### src/rtl/ict_pkg.sv
package ict_pkg;

    // ************************************************************
    // instruction classes handled by the timing block
    // ************************************************************
    typedef enum logic [4:0] {
        ICT_OP_JUMP_IF_NOT_SIGN,
        ICT_OP_JUMP_IF_NONZERO,
        ICT_OP_JUMP_IF_OVERFLOW,
        ICT_OP_JUMP_IF_PARITY,
        ICT_OP_JUMP_IF_PARITY_EVEN,
        ICT_OP_JUMP_IF_PARITY_ODD,
        ICT_OP_JUMP_IF_SIGN,
        ICT_OP_JUMP_IF_ZERO,
        ICT_OP_DECREMENT_BRANCH,
        ICT_OP_DECREMENT_BRANCH_IF_EQUAL,
        ICT_OP_DECREMENT_BRANCH_IF_UNEQUAL,
        ICT_OP_DECREMENT_BRANCH_IF_NONZERO,
        ICT_OP_DECREMENT_BRANCH_IF_ZERO,
        ICT_OP_COPY_ACCUM_TO_MEM,
        ICT_OP_COPY_MEM_TO_ACCUM,
        ICT_OP_COPY_IMM_TO_REG,
        ICT_OP_STRING_LOAD,
        ICT_OP_STRING_COPY,
        ICT_OP_STRING_PORT_WRITE,
        ICT_OP_STRING_COMPARE_ACCUM,
        ICT_OP_SUBROUTINE_EXIT_ADD_SP,
        ICT_OP_ROTATE_LEFT_ONE,
        ICT_OP_ROTATE_LEFT_BY_COUNT_REG,
        ICT_OP_ROTATE_RIGHT_ONE,
        ICT_OP_ROTATE_RIGHT_BY_COUNT_REG,
        ICT_OP_DISJUNCTION_IMM_ACCUM,
        ICT_OP_SHIFT_LEFT_ONE
    } ict_op_t;

    // ************************************************************
    // widths and constants
    // ************************************************************
    localparam int unsigned ICT_CNT_W     = 24;
    localparam int unsigned ICT_REP_W     = 16;
    localparam int unsigned ICT_CLK_MHZ   = 50;

    localparam logic [7:0]  ICT_RST_COUNT = 8'h00;

    // one lookup result: fixed part plus per-repeat part
    typedef struct packed {
        logic [7:0] base;       // clocks spent once
        logic [7:0] per_rep;    // clocks added for each repetition
    } ict_cost_t;

    // one issue request
    typedef struct packed {
        ict_op_t              op;       // instruction class
        logic                 narrow;   // narrow-bus variant
        logic                 in_mem;   // operand in memory
        logic                 is_word;  // 16-bit operand
        logic                 taken;    // branch taken
        logic                 repeat_en;// repeat prefix given
        logic [ICT_REP_W-1:0] rep_n;    // repeat count
    } ict_req_t;

endpackage : ict_pkg

### src/rtl/ict_timing.sv
`timescale 1ns/100ps
// How it works
// (RULE_01) conditional jumps: 3 not taken, 5 taken
// (RULE_02) counted loops: 3 exit, 4 taken
// (RULE_03) accumulator to memory: 5, narrow 8/12
// (RULE_04) memory to accumulator: 5, narrow 8/12
// (RULE_05) immediate to register: one clock
// (RULE_06) repeated string load: 8+8n, narrow 12+12n
// (RULE_07) repeated string copy: 24+24n, narrow 32+32n
// (RULE_08) repeated port write: 8+8n, narrow 12/20 based
// (RULE_09) repeated compare: 11+8n, narrow 8/12 based
// (RULE_10) return adding to stack: 16, narrow 13
// (RULE_11) rotate left by one: 1, memory 8/16
// (RULE_12) rotate left by count register: 1, 8/16
// (RULE_13) rotate right by one: 1, memory 8/16
// (RULE_14) rotate right by count register: 1, 8/16
// (RULE_15) immediate disjunction into accumulator: one clock
// (RULE_16) shift left by one: 5, narrow 1/32
// (RULE_17) table lookup, countdown, done at expiry
module ict_timing #(
    parameter int unsigned CNT_W = ict_pkg::ICT_CNT_W
) (
    input  wire logic              clk,
    input  wire logic              rst_b,
    input  wire logic              issue_valid,
    output logic                   issue_ready,
    input  wire ict_pkg::ict_req_t issue_req,
    output logic                   busy,
    output logic                   done,
    output logic [CNT_W-1:0]       total_clocks
);

    // ************************************************************
    // elaboration checks
    // ************************************************************
    // refuse a counter too narrow for base plus n times cost
    if (CNT_W < ict_pkg::ICT_REP_W + 8) begin : g_bad_cnt_w
        $error("ict_timing: CNT_W cannot hold base plus n times cost");
    end

    // ************************************************************
    // state
    // ************************************************************
    typedef enum {
        ICT_ST_IDLE,
        ICT_ST_RUN
    } ict_phase_t;

    typedef struct packed {
        ict_phase_t       phase;  // idle or running
        logic             done;   // completion pulse
        logic [CNT_W-1:0] total;  // clocks of the current instruction
    } ict_state_t;

    ict_state_t         st;        // registered state
    ict_state_t         next_st;   // next state
    ict_pkg::ict_cost_t cost;      // looked-up cost
    logic [CNT_W-1:0]   req_total; // total clocks for the request
    logic               load;      // start the countdown
    logic               last;      // counter in its final clock

    // ************************************************************
    // lookup and total
    // ************************************************************
    ict_cost_table u_table (
        .req  (issue_req),
        .cost (cost)
    ); // RULE_17

    // total = base + n * per_rep when repeated, else base
    always_comb begin
        req_total = CNT_W'(cost.base);
        if (issue_req.repeat_en) begin
            req_total = CNT_W'(cost.base) + CNT_W'(cost.per_rep) * CNT_W'(issue_req.rep_n); // RULE_06
        end
    end

    assign issue_ready = (st.phase == ICT_ST_IDLE);
    assign load        = issue_valid && issue_ready;

    // ************************************************************
    // countdown
    // ************************************************************
    ict_down_counter #(
        .WIDTH (CNT_W)
    ) u_count (
        .clk      (clk),
        .rst_b    (rst_b),
        .load     (load),
        .load_val (req_total),
        .count    (),
        .last     (last)
    );

    // phase control and completion
    always_comb begin
        next_st      = st;
        next_st.done = 1'b0;
        case (st.phase)
            ICT_ST_IDLE: begin
                if (load) begin
                    next_st.phase = ICT_ST_RUN;
                    next_st.total = req_total;
                end
            end
            ICT_ST_RUN: begin
                if (last) begin
                    next_st.phase = ICT_ST_IDLE; // RULE_17
                    next_st.done  = 1'b1;
                end
            end
            default: begin
                next_st.phase = ICT_ST_IDLE;
            end
        endcase
    end

    // state register
    always_ff @(posedge clk) begin
        if (!rst_b) begin
            st <= '{phase: ICT_ST_IDLE, done: 1'b0, total: '0};
        end else begin
            st <= next_st;
        end
    end

    assign busy         = (st.phase == ICT_ST_RUN);
    assign done         = st.done;
    assign total_clocks = st.total;

endmodule // ict_timing

### src/rtl/ict_cost_table.sv
`timescale 1ns/100ps
// ************************************************************
// per-opcode cost lookup, purely combinational
// ************************************************************
module ict_cost_table (
    input  wire ict_pkg::ict_req_t  req,
    output ict_pkg::ict_cost_t      cost
);

    // ************************************************************
    // choose between wide and narrow figures
    // ************************************************************
    function automatic logic [7:0] pick(input logic nar, input logic [7:0] w,
                                        input logic [7:0] n);
        pick = nar ? n : w;
    endfunction

    // table lookup
    always_comb begin
        cost = '{base: 8'h01, per_rep: 8'h00};
        case (req.op)
            ict_pkg::ICT_OP_JUMP_IF_NOT_SIGN,
            ict_pkg::ICT_OP_JUMP_IF_NONZERO,
            ict_pkg::ICT_OP_JUMP_IF_OVERFLOW,
            ict_pkg::ICT_OP_JUMP_IF_PARITY,
            ict_pkg::ICT_OP_JUMP_IF_PARITY_EVEN,
            ict_pkg::ICT_OP_JUMP_IF_PARITY_ODD,
            ict_pkg::ICT_OP_JUMP_IF_SIGN,
            ict_pkg::ICT_OP_JUMP_IF_ZERO: begin
                cost.base = req.taken ? 8'h05 : 8'h03; // RULE_01
            end
            ict_pkg::ICT_OP_DECREMENT_BRANCH,
            ict_pkg::ICT_OP_DECREMENT_BRANCH_IF_EQUAL,
            ict_pkg::ICT_OP_DECREMENT_BRANCH_IF_UNEQUAL,
            ict_pkg::ICT_OP_DECREMENT_BRANCH_IF_NONZERO,
            ict_pkg::ICT_OP_DECREMENT_BRANCH_IF_ZERO: begin
                cost.base = req.taken ? 8'h04 : 8'h03; // RULE_02
            end
            ict_pkg::ICT_OP_COPY_ACCUM_TO_MEM: begin
                cost.base = pick(req.narrow, 8'h05, req.is_word ? 8'h0C : 8'h08); // RULE_03
            end
            ict_pkg::ICT_OP_COPY_MEM_TO_ACCUM: begin
                cost.base = pick(req.narrow, 8'h05, req.is_word ? 8'h0C : 8'h08); // RULE_04
            end
            ict_pkg::ICT_OP_COPY_IMM_TO_REG: begin
                cost.base = 8'h01; // RULE_05
            end
            ict_pkg::ICT_OP_STRING_LOAD: begin
                cost.base    = pick(req.narrow, 8'h08, 8'h0C); // RULE_06
                cost.per_rep = cost.base; // RULE_06
            end
            ict_pkg::ICT_OP_STRING_COPY: begin
                cost.base    = pick(req.narrow, 8'h18, 8'h20); // RULE_07
                cost.per_rep = cost.base; // RULE_07
            end
            ict_pkg::ICT_OP_STRING_PORT_WRITE: begin
                cost.base    = pick(req.narrow, 8'h08, req.is_word ? 8'h14 : 8'h0C); // RULE_08
                cost.per_rep = cost.base; // RULE_08
            end
            ict_pkg::ICT_OP_STRING_COMPARE_ACCUM: begin
                cost.base    = pick(req.narrow, 8'h0B, req.is_word ? 8'h0C : 8'h08); // RULE_09
                cost.per_rep = pick(req.narrow, 8'h08, req.is_word ? 8'h0C : 8'h08); // RULE_09
            end
            ict_pkg::ICT_OP_SUBROUTINE_EXIT_ADD_SP: begin
                cost.base = pick(req.narrow, 8'h10, 8'h0D); // RULE_10
            end
            ict_pkg::ICT_OP_ROTATE_LEFT_ONE: begin
                cost.base = req.in_mem ? pick(req.narrow, 8'h08, 8'h10) : 8'h01; // RULE_11
            end
            ict_pkg::ICT_OP_ROTATE_LEFT_BY_COUNT_REG: begin
                cost.base = req.in_mem ? pick(req.narrow, 8'h08, 8'h10) : 8'h01; // RULE_12
            end
            ict_pkg::ICT_OP_ROTATE_RIGHT_ONE: begin
                cost.base = req.in_mem ? pick(req.narrow, 8'h08, 8'h10) : 8'h01; // RULE_13
            end
            ict_pkg::ICT_OP_ROTATE_RIGHT_BY_COUNT_REG: begin
                cost.base = req.in_mem ? pick(req.narrow, 8'h08, 8'h10) : 8'h01; // RULE_14
            end
            ict_pkg::ICT_OP_DISJUNCTION_IMM_ACCUM: begin
                cost.base = 8'h01; // RULE_15
            end
            ict_pkg::ICT_OP_SHIFT_LEFT_ONE: begin
                cost.base = pick(req.narrow, 8'h05, req.in_mem ? 8'h20 : 8'h01); // RULE_16
            end
            default: begin
                cost.base = 8'h01;
            end
        endcase
    end

endmodule // ict_cost_table

### src/rtl/ict_down_counter.sv
`timescale 1ns/100ps
// ************************************************************
// loadable down counter, flags the last cycle
// ************************************************************
module ict_down_counter #(
    parameter int unsigned WIDTH = ict_pkg::ICT_CNT_W
) (
    input  wire logic             clk,
    input  wire logic             rst_b,
    input  wire logic             load,
    input  wire logic [WIDTH-1:0] load_val,
    output logic      [WIDTH-1:0] count,
    output logic                  last
);

    // refuse a width too small for the largest 8-bit base cost
    if (WIDTH < 8) begin : g_bad_width
        $error("ict_down_counter: WIDTH too small");
    end

    typedef struct packed {
        logic [WIDTH-1:0] cnt; // clocks still to run
    } ict_dc_state_t;

    ict_dc_state_t st;      // registered state
    ict_dc_state_t next_st; // next state

    // next value: load, else count down to zero
    always_comb begin
        next_st = st;
        if (load) begin
            next_st.cnt = load_val;
        end else if (st.cnt != '0) begin
            next_st.cnt = st.cnt - WIDTH'(1);
        end
    end

    // state register
    always_ff @(posedge clk) begin
        if (!rst_b) begin
            st <= '0;
        end else begin
            st <= next_st;
        end
    end

    assign count = st.cnt;
    assign last  = (st.cnt == WIDTH'(1));

endmodule // ict_down_counter

### config.mk
export PLATFORM = sky130hd
export DESIGN_NAME = ict_timing
export DESIGN_NICKNAME = d
export VERILOG_FILES = /design/src/rtl/ict_pkg.sv /design/src/rtl/ict_timing.sv /design/src/rtl/ict_cost_table.sv /design/src/rtl/ict_down_counter.sv
export SDC_FILE = /design/constraint.sdc
export NUM_CORES = 1
export LEC_CHECK = 0
export BUFFER_PORTS_ARGS = -buffer_cell sky130_fd_sc_hd__buf_4
export CAP_MARGIN = 40
export CORE_ASPECT_RATIO = 0.9
export CORE_MARGIN = 8
export CORE_UTILIZATION = 43
export CTS_BUF_LIST = sky130_fd_sc_hd__clkbuf_4
export DETAILED_ROUTE_END_ITERATION = 6
export PLACE_DENSITY = 0.71
export SKIP_LAST_GASP = 1
export SLEW_MARGIN = 10
export SYNTH_ARGS = -nofsm -noshare
export SYNTH_HDL_FRONTEND = slang
export SYNTH_SLANG_ARGS = --single-unit
### constraint.sdc
create_clock -name clk -period 12.6 [get_ports clk]
set_input_delay 0.63 -clock clk [delete_from_list [all_inputs] [get_ports clk]]
set_output_delay 0.63 -clock clk [all_outputs]
set_load 0.01 [all_outputs]
==> flow_summary.yaml <==
detailed_routing:
  drt_iter0_drc: 296
  wl_per_cell_um: 14.5
  routed_wl_um: 11700
  drc: 0
  first_pass_iters: 5
  vias: 4306
  vias_per_cell: 5.32
  drtAntennaViolNets: 0
cells_and_area:
  final_layout_size_suffix_gt1_share_pct: 12.0
  syn_to_final_growth_pct: 8.09
  fin_util_pct: 47.1
  layout.cells.non_filler: 809
  fillers: 1174
  final_net_count: 768
placed_design:
  port_buffers: 54
  routabilityCongestion: 0.870
  place_hpwl_um: 9590
  placedCellCount: 800
worst_setup_path:
  cp-end-kind: "register"
  path_class: "input pin to register"
  critPathLaunch: "issue_req[22]"
  cp_data_required_time_ps: 12890
  crit_fanout: 16
  r2r_slack_ps: 9780
  r2r_end: "u_count.count[13]"
  critPathLaunchType: "input pin"
  critPathArrivalTime_ps: 5740
  r2r_cells: 9
  r2r_start: "u_count.count[0]"
clock_network:
  postCtsSetupRepairBufs: 0
  clock_path_buffers: 2
  clockRootBuffer: "clkbuf_4"
  cts-hold-fix-buffers: 0
  clk_pin_slew_ps: 160
  cts.sinks: 49
  cts_inserted_buffers: 5
  post_cts_resized: 0
  cts_tree: "yes"
  cts_max_level: 2
  insertion_delay_ps: 370
pwr:
  seqPwrFrac_pct: 33.8
  switching_share_pct: 46.7
  internal_power_w: 0.000378
  p_switching_w: 0.000332
  clkPwrFrac_pct: 10.8
  vdd_drop_max_mv: 0.0479
  p_per_area_nw_per_um2: 126
  power_frac_comb_pct: 55.4
  power_leakage_nw: 2.78
sta:
  fin_skew_ps: 10.4
  worst_pin_slew_ps: 901
  slew_headroom_pct: 39.7
  hold_violations: 0
  rsz0062_at_grt: "no"
  finalCritPeriodShare_pct: 43.2
  holdWs_ps: 469
  setup_violations: 0
  layout_min_cycle_time_ps: 5450
  drv_slew: 0
  fin_tns_setup_ps: 0
  timing.fmax_mhz: 184
die:
  coreArea_um2: 11900
  chipHeight_um: 120
  num_io_pins: 56
  initial_core_util_pct: 43.5
  die_x_um: 132
  row_count: 38
  die_area_um2: 15900
synthesis:
  synth_top_area_share_pct: 18.9
  synth_area_leaders: "dfxtp_1 19%, ha_1 14%, fa_1 12%"
  syn_avg_cell_area_um2: 8.23
  synthesis.area_um2: 5200
  async_reset_ff_share_pct: 0
  syn_inst: 631
  synth_most_common_cell: "nand2_1"
  synth_top_area_cell: "dfxtp_1"
  seq_area_frac_synth_pct: 18.9
  yosysWarnings: 0
  synth.ff_latch_count: 49
  synth_edf_count: 0
  yosys-top-cells-count: "74 x nand2_1, 60 x ha_1, 51 x and2_1"
  synth_nets: 752
  synth_cell_types: 62
  synthFlopType: "dfxtp_1"
min_path:
  holdCritStartpoint: "total_clocks[2]"
  hold_path_depth: 2
  hp-class: "register to register"
  min_to: "total_clocks[2]"
global_route:
  grt_use_met2_pct: 25.3
  grtUsageMet3_pct: 1.24
  grt_usage_pct: 14.5
  antenna_found_initial: 1
  grt_pass1_wl_um: 19900
  grt_use_met1_pct: 18.5
  busiest_layer: "met2"
  grt_pass1_vias: 4275
  grt-ovfl-total: 0
  grt_max_degree: 29
outcome:
  outcome: "finished clean"
run:
  maxCapViolations: 0
[cells in the final DEF, fill, tap and decap left out, drive strengths merged, types with 3 or more instances in the layout]
cell and instances:
o211ai 3, o31ai 3, a31oi 9, o21ai 26
a21boi 10, nand4 3, nand2b 7, a21oi 31
a21o 5, buf 59, o2bb2ai 4, o22ai 4
dfxtp 49, a22o 5, ha 60, nand3 18
a211oi 6, nand2 74, nor3 15, fa 32
or3 3, mux2i 4, xnor2 14, nor2b 8
nor4 10, xor2 15, clkbuf 5, or4 3
nor2 38, and3 4, and2 51, inv 41
[registers in the layout, indices dropped and copies added (netlist names)]
register / count
st: 1
done: 1
total_clocks: 23
u_count.count: 24
[cell type report]
class / instances / area [um2] / area share [%]
antenna: 1 / 2.50 / 0.0446
clock buffer: 5 / 37.5 / 0.668
clock inverter: 3 / 21.3 / 0.379
inverter: 40 / 150 / 2.67
multi-input combinational: 492 / 3780 / 67.3
sequential: 49 / 981 / 17.5
tap: 160 / 200 / 3.56
timing repair buffer: 59 / 443 / 7.89
[per-stage QoR]
step / instance area, um2 / power, W / setup slack [ps]
3_5_place_dp: 5560 / 0.000632 / 6740
5_1_grt: 5620 / 0.000773 / 6780
6_report: 5620 / 0.000710 / 7150
3_3_place_gp: 5550 / 0.000620 / 6800
4_1_cts: 5610 / 0.000710 / 7170
2_1_floorplan: 5200 / 0.000546 / 7120
[cell families after synthesis]
family                     Yosys count  synth area share [%]
AOI/OAI and AO/OA                  120                  14.8
xor gates and xnor gates            29                  4.89
adders and majority gates           92                  26.8
buffers and inverters               90                  8.36
DFF                                 49                  18.9
muxes                                5                 0.987
other                                1                0.0722
and+or+nand+nor                    245                  25.2
[power by group through the flow]
stage	clock, W	sequential [W]	combinational [W]
3_5_place_dp	0	0.000242	0.000390
2_1_floorplan	0	0.000232	0.000314
6_report	0.0000765	0.000240	0.000393
5_1_grt	0.0000841	0.000247	0.000442
3_3_place_gp	0	0.000239	0.000381
4_1_cts	0.0000781	0.000239	0.000393
[layer usage]
metal	share of wire [%]	routed length (um)	vias up
met5	0	0	-
met4	1.7	202	0
met3	2.9	334	12
met2	49	5680	94
met1	47	5480	2030
li1	-	-	2170
[how the worst max path moves through the flow]
stage / cells after the start / to
floorplan: 20 / total_clocks[14]
global placement: 19 / total_clocks[14]
detailed placement: 19 / total_clocks[14]
CTS: 19 / total_clocks[14]
global route: 19 / total_clocks[22]
finish: 19 / total_clocks[14]
[critical path: stages]
cell and delay, ps:
buf_4 160, nor2b_1 230, a31oi_1 140, nor2_1 700, and2_1 260, fa_1 400, ha_1 290, inv_1 50
fa_1 500, fa_1 540, inv_1 40, ha_1 340, a21o_1 210, a221oi_1 440, o21ai_1 150, a21o_1 200
a21oi_1 160, xnor2_1 110, a22o_1 180
Note: power is estimated with default switching activity, not from simulation.
